$ cat config.mk
export PLATFORM = sky130hd
export DESIGN_NAME = power_mode_wake_control
export DESIGN_NICKNAME = d
export VERILOG_FILES = /design/src/shared/power_mode_pkg.sv /design/src/verilog/power_mode_wake_control.sv /design/src/verilog/sync_bank.sv
export SDC_FILE = /design/constraint.sdc
export NUM_CORES = 1
export LEC_CHECK = 0
export BUFFER_PORTS_ARGS = -buffer_cell sky130_fd_sc_hd__buf_2
export CAP_MARGIN = 20
export CORE_MARGIN = 3
export CORE_UTILIZATION = 48
export DETAILED_ROUTE_END_ITERATION = 16
export PLACE_DENSITY_LB_ADDON = 0.1
export SLEW_MARGIN = 0
export SYNTH_ARGS = -nofsm -noshare
export SYNTH_HDL_FRONTEND = slang
export SYNTH_HIERARCHICAL = 1
export SYNTH_SLANG_ARGS = --single-unit
$ cat constraint.sdc
create_clock -name clk_i -period 2.52 [get_ports clk_i]
set_clock_uncertainty 0.1 [all_clocks]
set_input_delay 0.378 -clock clk_i [delete_from_list [all_inputs] [get_ports clk_i]]
set_output_delay 0.378 -clock clk_i [all_outputs]
set_load 0.03 [all_outputs]
$ cat src/shared/power_mode_pkg.sv
package power_mode_pkg;
    typedef enum logic [1:0] {
        ST_RUN  = 2'b00,
        ST_WAIT = 2'b01,
        ST_SLPI = 2'b11,
        ST_SLPE = 2'b10
    } pm_state_t;
    localparam logic [3:0] DRAIN_MAX      = 4'hF;
    localparam logic [3:0] DRAIN_COUNT_RST = 4'h0;
    localparam logic [1:0] PEND_DEPTH     = 2'h2;
endpackage

$ cat src/verilog/power_mode_wake_control.sv
`timescale 1ns/1ps
module power_mode_wake_control
    import power_mode_pkg::*;
(
    input  wire logic clk_i,
    input  wire logic rst_i,
    input  wire logic core_reset_n_i,
    input  wire logic simd_reset_n_i,
    input  wire logic debug_reset_n_i,
    input  wire logic wfi_exec_i,
    input  wire logic wfe_exec_i,
    input  wire logic mem_busy_i,
    input  wire logic irq_i,
    input  wire logic irq_unmasked_i,
    input  wire logic async_abort_i,
    input  wire logic async_abort_mask_i,
    input  wire logic ext_debug_request_i,
    input  wire logic debug_halt_cmd_i,
    input  wire logic exc_return_i,
    input  wire logic event_wake_in_i,
    input  wire logic simd_enable_i,
    input  wire logic simd_insn_i,
    input  wire logic fp_insn_i,
    input  wire logic debug_active_i,
    output logic      core_clk_en_o,
    output logic      wake_clk_en_o,
    output logic      debug_clk_en_o,
    output logic      simd_clk_en_o,
    output logic      fp_clk_en_o,
    output logic      ready_for_powerdown_o,
    output logic      wait_interrupt_state_o,
    output logic      wait_event_state_o,
    output logic      wake_o
);
    // pins are asynchronous to clk_i; everything else is core-clocked logic
    logic [5:0] pin_sync;

    sync_bank #(.W(6)) u_sync
    (
        .clk_i (clk_i),
        .rst_i (rst_i),
        .d_i   ({~core_reset_n_i, ~simd_reset_n_i, ~debug_reset_n_i, // inverted so cleared stages read idle
                 ext_debug_request_i, event_wake_in_i, irq_i}),
        .q_o   (pin_sync)
    );
    logic core_rst_s;
    logic simd_rst_s;
    logic dbg_rst_s;
    logic dbg_req_s;
    logic evt_s;
    logic irq_s;
    assign core_rst_s = pin_sync[5];
    assign simd_rst_s = pin_sync[4];
    assign dbg_rst_s  = pin_sync[3];
    assign dbg_req_s  = pin_sync[2];
    assign evt_s      = pin_sync[1];
    assign irq_s      = pin_sync[0];
    logic dbg_req;
    assign dbg_req = dbg_req_s | debug_halt_cmd_i;
    function automatic logic wfi_wake(input logic irq, input logic abt, input logic dbg);
        // abort wakes regardless of its mask; masked irq wakes too
        wfi_wake = irq | abt | dbg;
    endfunction
    function automatic logic wfe_wake(input logic irqu, input logic dbg, input logic er,
                                      input logic ev);
        wfe_wake = irqu | dbg | er | ev;
    endfunction
    // exception return is remembered so a later wait for event falls through
    logic      evt_reg_ff;
    logic      nxt_evt_reg;
    pm_state_t state_ff;
    pm_state_t nxt_state;
    logic      tgt_wfe_ff;
    logic      nxt_tgt_wfe;
    logic      wake_ff;
    logic      nxt_wake;
    logic      rdy_ff;
    logic      nxt_rdy;
    logic      wfi_st_ff;
    logic      nxt_wfi_st;
    logic      wfe_st_ff;
    logic      nxt_wfe_st;
    logic ev_now;
    logic wi_wake;
    logic we_wake;
    assign ev_now  = evt_reg_ff | exc_return_i;
    assign wi_wake = wfi_wake(irq_s, async_abort_i, dbg_req) | core_rst_s;
    assign we_wake = wfe_wake(irq_s & irq_unmasked_i, dbg_req, ev_now, evt_s) | core_rst_s;

    always_comb
    begin
        nxt_state   = state_ff;
        nxt_tgt_wfe = tgt_wfe_ff;
        nxt_wake    = 1'b0;
        nxt_evt_reg = evt_reg_ff | exc_return_i;
        case (state_ff)
            ST_RUN:
            begin
                if (wfi_exec_i)
                begin
                    if (wi_wake)
                        nxt_wake = 1'b1;
                    else
                    begin
                        nxt_state   = ST_WAIT;
                        nxt_tgt_wfe = 1'b0;
                    end
                end
                else if (wfe_exec_i)
                begin
                    if (we_wake)
                    begin
                        nxt_wake    = 1'b1;
                        nxt_evt_reg = exc_return_i; // set wins: a return in the clearing cycle stays pending
                    end
                    else
                    begin
                        nxt_state   = ST_WAIT;
                        nxt_tgt_wfe = 1'b1;
                    end
                end
            end
            ST_WAIT:
            begin
                if (tgt_wfe_ff ? we_wake : wi_wake)
                begin
                    nxt_state   = ST_RUN;
                    nxt_wake    = 1'b1;
                    nxt_evt_reg = exc_return_i;
                end
                else if (!mem_busy_i)
                    nxt_state = tgt_wfe_ff ? ST_SLPE : ST_SLPI;
            end
            ST_SLPI:
            begin
                if (wi_wake)
                begin
                    nxt_state = ST_RUN;
                    nxt_wake  = 1'b1;
                end
            end
            ST_SLPE:
            begin
                if (we_wake)
                begin
                    nxt_state   = ST_RUN;
                    nxt_wake    = 1'b1;
                    nxt_evt_reg = exc_return_i;
                end
            end
            default:
                nxt_state = ST_RUN;
        endcase
        nxt_rdy = (nxt_state == ST_SLPI);
        nxt_wfi_st = (nxt_state == ST_SLPI);
        nxt_wfe_st = (nxt_state == ST_SLPE);
    end
    always_ff @(posedge clk_i)
    begin
        if (rst_i)
        begin
            state_ff   <= ST_RUN;
            tgt_wfe_ff <= 1'b0;
            wake_ff    <= 1'b0;
            evt_reg_ff <= 1'b0;
            rdy_ff     <= 1'b0;
            wfi_st_ff  <= 1'b0;
            wfe_st_ff  <= 1'b0;
        end
        else
        begin
            state_ff   <= nxt_state;
            tgt_wfe_ff <= nxt_tgt_wfe;
            wake_ff    <= nxt_wake;
            evt_reg_ff <= nxt_evt_reg;
            rdy_ff     <= nxt_rdy;
            wfi_st_ff  <= nxt_wfi_st;
            wfe_st_ff  <= nxt_wfe_st;
        end
    end
    // clock enables; registered so outputs come from flops
    logic core_en_ff;
    logic dbg_en_ff;
    logic simd_en_ff;
    logic fp_en_ff;
    logic nxt_core_en;
    logic nxt_dbg_en;
    logic nxt_simd_en;
    logic nxt_fp_en;
    logic wake_en_ff;
    logic nxt_wake_en;
    logic sleeping;
    assign sleeping = (nxt_state == ST_SLPI) || (nxt_state == ST_SLPE);

    always_comb
    begin
        nxt_core_en = ~sleeping;
        // debug logic keeps its clock in wait for interrupt, or in any wait while debug is active, unless held in reset
        nxt_dbg_en  = (~sleeping | debug_active_i | (nxt_state == ST_SLPI)) & ~dbg_rst_s;
        // simd engine gated off when disabled, idle or held in reset
        nxt_simd_en = ~sleeping & simd_enable_i & simd_insn_i & ~simd_rst_s;
        // scalar fp rides the core clock, independent of the simd engine
        nxt_fp_en   = ~sleeping & fp_insn_i;
        nxt_wake_en = 1'b1;
    end

    always_ff @(posedge clk_i)
    begin
        if (rst_i)
        begin
            core_en_ff <= 1'b1;
            dbg_en_ff  <= 1'b1;
            simd_en_ff <= 1'b0;
            fp_en_ff   <= 1'b0;
            wake_en_ff <= 1'b1;
        end
        else
        begin
            core_en_ff <= nxt_core_en;
            dbg_en_ff  <= nxt_dbg_en;
            simd_en_ff <= nxt_simd_en;
            fp_en_ff   <= nxt_fp_en;
            wake_en_ff <= nxt_wake_en;
        end
    end

    assign core_clk_en_o          = core_en_ff;
    assign wake_clk_en_o          = wake_en_ff; // wake logic is never gated
    assign debug_clk_en_o         = dbg_en_ff;
    assign simd_clk_en_o          = simd_en_ff;
    assign fp_clk_en_o            = fp_en_ff;
    assign ready_for_powerdown_o  = rdy_ff;
    assign wait_interrupt_state_o = wfi_st_ff;
    assign wait_event_state_o     = wfe_st_ff;
    assign wake_o                 = wake_ff;
endmodule

$ cat src/verilog/sync_bank.sv
`timescale 1ns/1ps
module sync_bank
#(
    parameter int W = 8
)
(
    input  wire logic         clk_i,
    input  wire logic         rst_i,
    input  wire logic [W-1:0] d_i,
    output logic      [W-1:0] q_o
);
    logic [W-1:0] meta_ff;
    logic [W-1:0] q_ff;
    logic [W-1:0] nxt_meta;
    logic [W-1:0] nxt_q;

    // first stage feeds only the second stage
    always_comb
    begin
        nxt_meta = d_i;
        nxt_q    = meta_ff;
    end

    always_ff @(posedge clk_i)
    begin
        if (rst_i)
        begin
            meta_ff <= '0;
            q_ff    <= '0;
        end
        else
        begin
            meta_ff <= nxt_meta;
            q_ff    <= nxt_q;
        end
    end

    assign q_o = q_ff;
endmodule

Word-level counts from Yosys, hierarchy flattened
Cells that the tools add are included.
{"block": "word_totals", "latchBits": 0, "mem_count": 0, "romBits": 0, "out_inout_bits": 9, "mem_bits_rw": 0, "register_bits": 23, "in_bits": 20, "elab_cells": 72}
{"block": "classes", "eq_ne": 7, "shift": 0, "n_mul": 0, "n_addsub": 0, "div_mod_pow": 0, "n_bitwise": 23, "mux": 26, "n_reduce_logical": 4, "magnitude_cmp": 0}
{"operator": "2-bit 2-to-1 mux", "count": 8}
{"operator": "1-bit 2-to-1 mux", "count": 15}
{"operator": "1-bit OR", "count": 11}
{"operator": "2-bit == test (second input constant)", "count": 4}
{"operator": "2-bit case mux with 4 select lines", "count": 1}
{"operator": "1-bit bitwise AND", "count": 6}
{"operator": "1-bit NOT", "count": 6}
{"operator": "2-bit != test (second input constant)", "count": 2}
{"operator": "1-bit case mux with 4 select lines", "count": 1}
{"operator": "4-bit AND reduction", "count": 1}
{"operator": "1-bit case mux with 3 select lines", "count": 1}
{"operator": "2-bit by 1-bit == test with 1-bit output (second input constant)", "count": 1}
{"operator": "2-bit zero test", "count": 1}
{"operator": "2-bit nonzero test", "count": 1}
{"operator": "1-bit logical OR", "count": 1}

Logic depth before layout (Yosys ltp)
Gate-level depths: netlist (run 1).
{"block": "logic_depth", "depth_word": 15, "ltp_mapped": 5, "mapped_depth_nobuf": 5}

Hierarchy
The synthesis (run 1) kept the hierarchy.
{"mod": "power_mode_wake_control", "instances": 1, "area_each_um2": 525.5, "cells_per_inst": 59, "seq_area_each_um2": 220.2}
{"mod": "sync_bank", "instances": 1, "area_each_um2": 366.6, "cells_per_inst": 25, "seq_area_each_um2": 240.2}

Least setup slack after synthesis (run 1)
Ideal clock, no wire load.
{"block": "synth_path", "path_kind": "input to register", "from": "input debug_halt_cmd_i", "to": "register dbg_en_ff (netlist: debug_clk_en_o)", "path_slack_ns": 0.635, "stages": 5, "required_ns": 2.295, "path_buffers": 0, "setup_ns": 0.125, "t_arrival_ns": 1.660, "cell_sequence": "or3_4 > nor4_2 > o21ai_2 > o21a_1 > o41a_1"}
{"block": "synth_via", "elab_chain_len": 15, "word_cells_on_any_way": 23, "cone_classes": "eq/ne: 2; mux: 9; bitwise: 11; reduce/logical: 1"}
{"element": "from (decl)", "line_no": "power_mode_wake_control.sv:18", "source": "input wire logic debug_halt_cmd_i,"}
{"element": "1-bit OR *", "line_no": "power_mode_wake_control.sv:59", "source": "assign dbg_req = dbg_req_s | debug_halt_cmd_i;"}
{"element": "1-bit OR (3 in series)", "line_no": "power_mode_wake_control.sv:66", "source": "wfe_wake = irqu | dbg | er | ev;"}
{"element": "1-bit OR", "line_no": "power_mode_wake_control.sv:88", "source": "assign we_wake = wfe_wake(irq_s & irq_unmasked_i, dbg_req, ev_now, evt_s) | core_rst_s;"}
{"element": "2-bit 2-to-1 mux", "line_no": "power_mode_wake_control.sv:111", "source": "if (we_wake)"}
{"element": "2-bit 2-to-1 mux", "line_no": "power_mode_wake_control.sv:109", "source": "else if (wfe_exec_i)"}
{"element": "2-bit 2-to-1 mux", "line_no": "power_mode_wake_control.sv:99", "source": "if (wfi_exec_i)"}
{"element": "2-bit case mux with 4 select lines *", "line_no": "power_mode_wake_control.sv:96", "source": "case (state_ff)"}
{"element": "2-bit == test (on tied branches)", "line_no": "power_mode_wake_control.sv:193, power_mode_wake_control.sv:199"}
{"element": "1-bit logical OR", "line_no": "power_mode_wake_control.sv:193", "source": "assign sleeping = (nxt_state == ST_SLPI) || (nxt_state == ST_SLPE);"}
{"element": "1-bit NOT", "line_no": "power_mode_wake_control.sv:199", "source": "nxt_dbg_en = (~sleeping | debug_active_i | (nxt_state == ST_SLPI)) & ~dbg_rst_s;"}
{"element": "1-bit OR", "line_no": "power_mode_wake_control.sv:199"}
{"element": "1-bit OR *", "line_no": "power_mode_wake_control.sv:199"}
{"element": "1-bit bitwise AND *", "line_no": "power_mode_wake_control.sv:199"}
{"element": "to (signal assigned)", "line_no": "power_mode_wake_control.sv:220", "source": "dbg_en_ff <= nxt_dbg_en;"}
{"element": "to (decl)", "line_no": "power_mode_wake_control.sv:183", "source": "logic dbg_en_ff;"}
Every way passes the cells marked *; elsewhere a longest branch is shown, timed or not.
A chain may end at the register's enable or synchronous reset.

Worst setup path in the final report (run 1)
{"block": "layout_path", "from": "register u_sync.q_ff[0] (netlist: u_sync/q_o[0])", "to": "register wfi_st_ff (netlist: wait_interrupt_state_o)"}
{"block": "layout_via", "elab_chain_len": 10, "word_cells_on_any_way": 18, "cone_classes": "eq/ne: 1; mux: 9; bitwise: 8"}
{"element": "from (decl)", "line_no": "sync_bank.sv:13", "source": "logic [W-1:0] q_ff;"}
{"element": "from (signal assigned)", "line_no": "sync_bank.sv:34", "source": "q_ff <= nxt_q;"}
{"element": "1-bit bitwise AND", "line_no": "power_mode_wake_control.sv:88"}
{"element": "1-bit OR (3 in series)", "line_no": "power_mode_wake_control.sv:66"}
{"element": "1-bit OR", "line_no": "power_mode_wake_control.sv:88"}
{"element": "2-bit 2-to-1 mux", "line_no": "power_mode_wake_control.sv:111"}
{"element": "2-bit 2-to-1 mux", "line_no": "power_mode_wake_control.sv:109"}
{"element": "2-bit 2-to-1 mux", "line_no": "power_mode_wake_control.sv:99"}
{"element": "2-bit case mux with 4 select lines *", "line_no": "power_mode_wake_control.sv:96"}
{"element": "2-bit == test *", "line_no": "power_mode_wake_control.sv:155", "source": "nxt_wfi_st = (nxt_state == ST_SLPI);"}
{"element": "to (signal assigned)", "line_no": "power_mode_wake_control.sv:177", "source": "wfi_st_ff <= nxt_wfi_st;"}
{"element": "to (decl)", "line_no": "power_mode_wake_control.sv:79", "source": "logic wfi_st_ff;"}
Marked as above.

==> results.yml, run 1 <==
place:
  numPortBuffers: 26
  detailed_place_hpwl_mm: 1.06
  finalWeightedCongestion: 0.872
critical_path:
  worstPathRequired_ps: 2650
  worstSetupEndpointType: "flip-flop"
  worst_path_class_setup: "reg2reg"
  critical_path_arrival_ps: 2040
  critical-path-max-stage-delay_ps: 460
  critPathLaunchType: "flip-flop"
  setup.reg_to_reg.worst_slack_ps: 610
  cp_max_fo: 4
  path_cells: "a2111o_1 -> nor2_1 -> nand2_1 -> a32oi_1 -> nor3b_1"
  master_of_the_slowest_instance_on_the_critical_path: "sky130_fd_sc_hd__a2111o_1"
cells_and_area:
  fin_util_pct: 64.4
  drive_gt1_share_pct: 41.8
  syn2layout_area_growth_pct: 17.5
  n_antenna_cell: 0
  layout.nets: 131
clock_tree:
  cts.htree.levels: 1
  postCtsResizedCells: 0
  cts_num_sinks: 23
  setup_repair_bufs_after_cts: 0
  cts-buffers-inserted: 3
  cts_hold_fix_bufs: 0
  worst_setup_hold_path_clk_slew_ps: 120
  clk-insertion-delay-late_ps: 300
  ctsLongestPathBuffers: 2
  cts_tree: "done"
  clock-root-buffer: "sky130_fd_sc_hd__clkbuf_4"
floorplan:
  floorplan.die_area_um2: 2410
  core_region_area_um2: 1630
  die_h_um: 49.1
  die_width_um: 49.1
  io_pins: 29
  number_of_standard_cell_rows_in_the_floorplan: 14
  start_util_pct: 54.8
sta:
  report.final.slew_viol_count: 0
  rsz0062_at_grt: "false"
  worstMarginPinSlew_ps: 516
  finalHoldViolations: 0
  period_share_pct: 75.8
  fmaxAchievable_mhz: 523
  finalSetupViolCount: 0
  totalNegativeSetupSlack_ps: 0
  slew-limit-headroom_pct: 65.6
  minimum_clock_period_after_layout_ps: 1910
yosys:
  yosys.area.top_type_share_pct: 51.6
  synth.yosys.warnings: 6
  fraction_of_registers_with_async_set_reset_pct: 0
  synthesis.nets: 104
  post_synth_main_area_contributors: "sky130_fd_sc_hd__dfxtp_1 (52%), sky130_fd_sc_hd__nor2b_2 (7.9%), sky130_fd_sc_hd__nor2b_4 (3.1%)"
  postSynthCellCount: 84
  number_of_enable_type_register_cells_in_the_synthesized_netlist: 0
  yosys_most_used_dff: "sky130_fd_sc_hd__dfxtp_1"
  synth-seq-cells: 23
  syn_area_per_cell_um2: 10.6
  post_synth_num_cell_types: 32
  synth.yosys.seq_area_share_pct: 51.6
  synthesis.area_um2: 892
  synthDominantAreaCellType: "sky130_fd_sc_hd__dfxtp_1"
global_routing:
  met3_usage_pct: 4.28
  gr-usage-met1_pct: 14.3
  number_of_antenna_violations_at_the_first_check_in_global_routing: 0
  overflow: 0
  grt_pass1_wl_mm: 2.50
  grt-busiest-layer: "met2"
  grtUsageTotal_pct: 13.3
  grt_max_degree: 25
  first_global_vias: 631
  gr-usage-met2_pct: 23.0
run_status:
  status: "completed"
drt:
  viasPerCell: 4.86
  routedWlPerCell_um: 10.6
  dr.pass1.iters: 3
  route.antenna.remaining_nets: 0
  drt_wl_total_mm: 1.43
  first_iter_violations: 1
  num_vias: 651
  drc: 0
power_and_ir_drop:
  cell_pwr_density_nw_per_um2: 592
  ir_drop_uv: 380
  power.leakage_nw: 0.449
run:
  maxCapViolCount: 0
hold_path:
  timing.hold.worst.class: "in2reg"
[where the power goes]
part | switching [mW] | leakage [nW] | internal (mW) | total (mW)
registers | 0.00628 | 0.189 | 0.379 | 0.385
logic | 0.0394 | 0.245 | 0.0343 | 0.0737
clock network | 0.100 | 0.0150 | 0.0616 | 0.162
total | 0.146 | 0.449 | 0.475 | 0.620
[sequential cells by signal, summed over array words and instances, names as in the netlist]
name,flops
u_sync/meta_ff,6
u_sync/q_o,6
state_ff,2
core_clk_en_o,1
debug_clk_en_o,1
evt_reg_ff,1
fp_clk_en_o,1
simd_clk_en_o,1
tgt_wfe_ff,1
wait_event_state_o,1
wait_interrupt_state_o,1
wake_o,1
[layout make-up]
type	instances	area, µm²
clock buffers	4	26.3
fillers	162	581
inverters	4	15.0
multi-input cells	53	387
flip-flops and latches	23	460
well taps	24	30.0
repair buffers	26	130
[cells by family (layout without fill, tap and decap cells)]
family	count (synthesis)	in the layout	share of synthesized area, %
other	1	1	0.420
AO/OA/AOI/OAI	16	16	13.3
flip-flops	23	23	51.6
buffers and inverters	8	34	5.05
AND/OR/NAND/NOR	36	36	29.6
[routing by layer]
| layer | part of all wire (%) | wire length (µm) |
|---|---|---|
| met2 | 48 | 685 |
| met4 | 1.8 | 25 |
| met1 | 44 | 626 |
| met5 | 0 | 0 |
| met3 | 6.3 | 90 |
[cell usage in the layout (no fill, tap or decap), types with 3 or more instances in the layout]
| cell | netlist | layout |
|---|---|---|
| sky130_fd_sc_hd__dfxtp_1 | 23 | 23 |
| sky130_fd_sc_hd__nand2_1 | 4 | 4 |
| sky130_fd_sc_hd__nor2b_1 | 3 | 3 |
| sky130_fd_sc_hd__nand2b_1 | 3 | 3 |
| sky130_fd_sc_hd__nor2_1 | 4 | 4 |
| sky130_fd_sc_hd__buf_2 | 0 | 26 |
| sky130_fd_sc_hd__inv_1 | 4 | 4 |
| sky130_fd_sc_hd__a31oi_1 | 4 | 4 |
| sky130_fd_sc_hd__clkbuf_4 | 0 | 3 |
| sky130_fd_sc_hd__nor2b_2 | 8 | 8 |
[worst paths after layout]
check / startpoint / end / cells past startpoint
max: u_sync/q_o[0] / wait_interrupt_state_o / 5
min: irq_i / u_sync/meta_ff[0] / 2
min reg2reg: u_sync/q_o[4] / simd_clk_en_o / 1
max reg2reg: u_sync/q_o[0] / wait_interrupt_state_o / 5
[metrics by stage]
step | hold WS (ps) | area, µm² | power, mW | instances | setup WS [ps]
6_report | 184 | 1050 | 0.620 | 134 | 610
5_1_grt | 170 | 1050 | 0.658 | 134 | 468
3_3_place_gp | 281 | 1020 | 0.466 | 130 | 459
2_1_floorplan | 272 | 892 | 0.444 | 84 | 635
4_1_cts | 170 | 1050 | 0.631 | 134 | 580
3_5_place_dp | 293 | 1020 | 0.468 | 130 | 426
[Yosys cell counts, types with 2 or more instances]
master                     number
sky130_fd_sc_hd__nor2b_2        8
sky130_fd_sc_hd__a31oi_1        4
sky130_fd_sc_hd__nand2_1        4
sky130_fd_sc_hd__buf_4          2
sky130_fd_sc_hd__dfxtp_1       23
sky130_fd_sc_hd__nor4_1         2
sky130_fd_sc_hd__nand2b_1       3
sky130_fd_sc_hd__nor2b_4        2
sky130_fd_sc_hd__and2b_2        2
sky130_fd_sc_hd__nor2b_1        3
sky130_fd_sc_hd__inv_1          4
sky130_fd_sc_hd__nor3b_1        2
sky130_fd_sc_hd__o21ai_0        2
sky130_fd_sc_hd__nor3_2         2
sky130_fd_sc_hd__nor2_1         4
[critical path, delay by kind of cell (launching register included)]
family | cells | cell delay [ps]
DFF | 1 | 350
and+or+nand+nor | 3 | 570
AOI/OAI and AO/OA | 2 | 820
(Power assumes the default switching activity.)
==> run 2: changes to the inputs <==
--- a/config.mk
+++ b/config.mk
@@ -8,7 +8,7 @@
 export BUFFER_PORTS_ARGS = -buffer_cell sky130_fd_sc_hd__buf_2
 export CAP_MARGIN = 20
 export CORE_MARGIN = 3
-export CORE_UTILIZATION = 48
+export CORE_UTILIZATION = 43
 export DETAILED_ROUTE_END_ITERATION = 16
 export PLACE_DENSITY_LB_ADDON = 0.1
 export SLEW_MARGIN = 0
==> constraint.sdc (replaced) <==
create_clock -name clk_i -period 1.6 [get_ports clk_i]
set_clock_uncertainty 0.1 [all_clocks]
set_input_delay 0.24 -clock clk_i [delete_from_list [all_inputs] [get_ports clk_i]]
set_output_delay 0.24 -clock clk_i [all_outputs]
set_load 0.03 [all_outputs]
==> results.yml, run 2 (synthesis gave the netlist of run 1 again) <==
run_status:
  status: "finished, violations left"
  violations_in_the_final_reports: "setup timing"
place:
  place_ws_ps: -298
  detailed_place_hpwl_mm: 1.17
  dpl_cell_area_um2: 1100
  finalWeightedCongestion: 0.904
  numPortBuffers: 26
  dpl.cell_count: 139
drt:
  routedWlPerCell_um: 11.0
  first_iter_violations: 16
  drc: 0
  drt_wl_total_mm: 1.57
  viasPerCell: 4.81
  dr.pass1.iters: 4
  route.antenna.remaining_nets: 0
  num_vias: 688
clock_tree:
  clock-root-buffer: "sky130_fd_sc_hd__clkbuf_4"
  cts_tree: "done"
  cts_hold_fix_bufs: 0
  worst_setup_hold_path_clk_slew_ps: 110
  cts-buffers-inserted: 3
  ctsLongestPathBuffers: 2
  clk-insertion-delay-late_ps: 290
  setup_repair_bufs_after_cts: 0
  cts_num_sinks: 23
  cts.htree.levels: 1
sta:
  period_share_pct: 113
  fmaxAchievable_mhz: 553
  finalSetupViolCount: 11
  minimum_clock_period_after_layout_ps: 1810
  totalNegativeSetupSlack_ps: -773
  finalHoldViolations: 0
  layout_setup_ws_ps: -209
  rsz0062_at_grt: "true"
  report.final.slew_viol_count: 0
  worst_hold_slack_across_all_endpoints_ps: 43.3
critical_path:
  worstSetupEndpointType: "flip-flop"
  cp_max_fo: 5
  timing.reg2reg.worst_path_depth: 5
  worstReg2RegStart: "u_sync/q_o[2]"
  worstPathRequired_ps: 1690
  worst_r2r_endpoint: "debug_clk_en_o"
  critical_path_arrival_ps: 1900
  worst_path_class_setup: "reg2reg"
  worst_setup_path_startpoint: "u_sync/q_o[2]"
  critPathCapture: "debug_clk_en_o"
  setup.reg_to_reg.worst_slack_ps: -210
  critPathLaunchType: "flip-flop"
global_routing:
  overflow: 0
  grt_max_degree: 20
  number_of_antenna_violations_at_the_first_check_in_global_routing: 0
  first_global_vias: 619
  grt_pass1_wl_mm: 2.72
  grtUsageTotal_pct: 13.7
cells_and_area:
  filler_cell_count: 173
  layout.nets: 139
  layout.cells.most_common: "sky130_fd_sc_hd__buf_2"
  syn2layout_area_growth_pct: 31.8
  mostFrequentLayoutCells: "sky130_fd_sc_hd__buf_2 (26), sky130_fd_sc_hd__dfxtp_1 (23), sky130_fd_sc_hd__buf_4 (8), sky130_fd_sc_hd__nor2b_2 (8)"
  layout.cells.non_filler: 143
  drive_gt1_share_pct: 50.8
  n_antenna_cell: 0
  stdcell_area_um2: 1180
  fin_util_pct: 63.9
run:
  maxCapViolCount: 0
floorplan:
  die_h_um: 51.6
  io_pins: 29
  die_width_um: 51.6
  number_of_standard_cell_rows_in_the_floorplan: 15
  core_region_area_um2: 1840
  start_util_pct: 48.5
  floorplan.die_area_um2: 2660
hold_path:
  timing.hold.worst.class: "in2reg"
power_and_ir_drop:
  ir_drop_uv: 679
  total_power_mw: 1.00
  power.leakage_nw: 0.500
  cell_pwr_density_nw_per_um2: 851
[run 2: timing repair]
item                                   4_1_cts  5_1_grt
resized for setup                            6        3
pin swaps                                    2        0
endpoints found under the hold margin        0        0
setup endpoints to repair                    8       11
[run 2: area by class of cell]
class	instances	area, µm²	share of cell area, %
Clock buffer	4	26.3	2.23
Tap cell	25	31.3	2.66
Multi-Input combinational cell	53	453	38.5
Inverter	4	15.0	1.28
Sequential cell	23	460	39.1
Timing Repair Buffer	34	190	16.2
[run 2: worst min path at each step]
stage                     from                 to  cells after the start  slack, ps
2_1_floorplan       wfi_exec_i         tgt_wfe_ff                      1        250
3_3_place_gp     u_sync/q_o[4]      simd_clk_en_o                      1        280
3_5_place_dp     u_sync/q_o[4]      simd_clk_en_o                      1        290
4_1_cts        event_wake_in_i  u_sync/meta_ff[1]                      2         30
5_1_grt        event_wake_in_i  u_sync/meta_ff[1]                      2         30
6_report       event_wake_in_i  u_sync/meta_ff[1]                      2         40
[run 2: per-layer routing]
layer | up-vias | track usage [%] | share of wire, %
met3 | 2 | 3.44 | 6.8
met4 | 0 | 6.99 | 0.77
met5 | - | 0 | 0
met2 | 23 | 20.8 | 50
met1 | 310 | 18.0 | 43
li1 | 353 | - | -
[run 2: report_power, final]
part / switching (mW) / internal [mW]
Clock: 0.153 / 0.0970
Combinational: 0.0769 / 0.0669
Sequential: 0.0103 / 0.596
[run 2: worst max-delay path: stages, from the launching register on]
cell and delay [ps]:
sky130_fd_sc_hd__dfxtp_1 310, sky130_fd_sc_hd__or3_4 430, sky130_fd_sc_hd__nor3_4 230, sky130_fd_sc_hd__a31oi_2 140, sky130_fd_sc_hd__o21a_1 140, sky130_fd_sc_hd__o41a_1 360
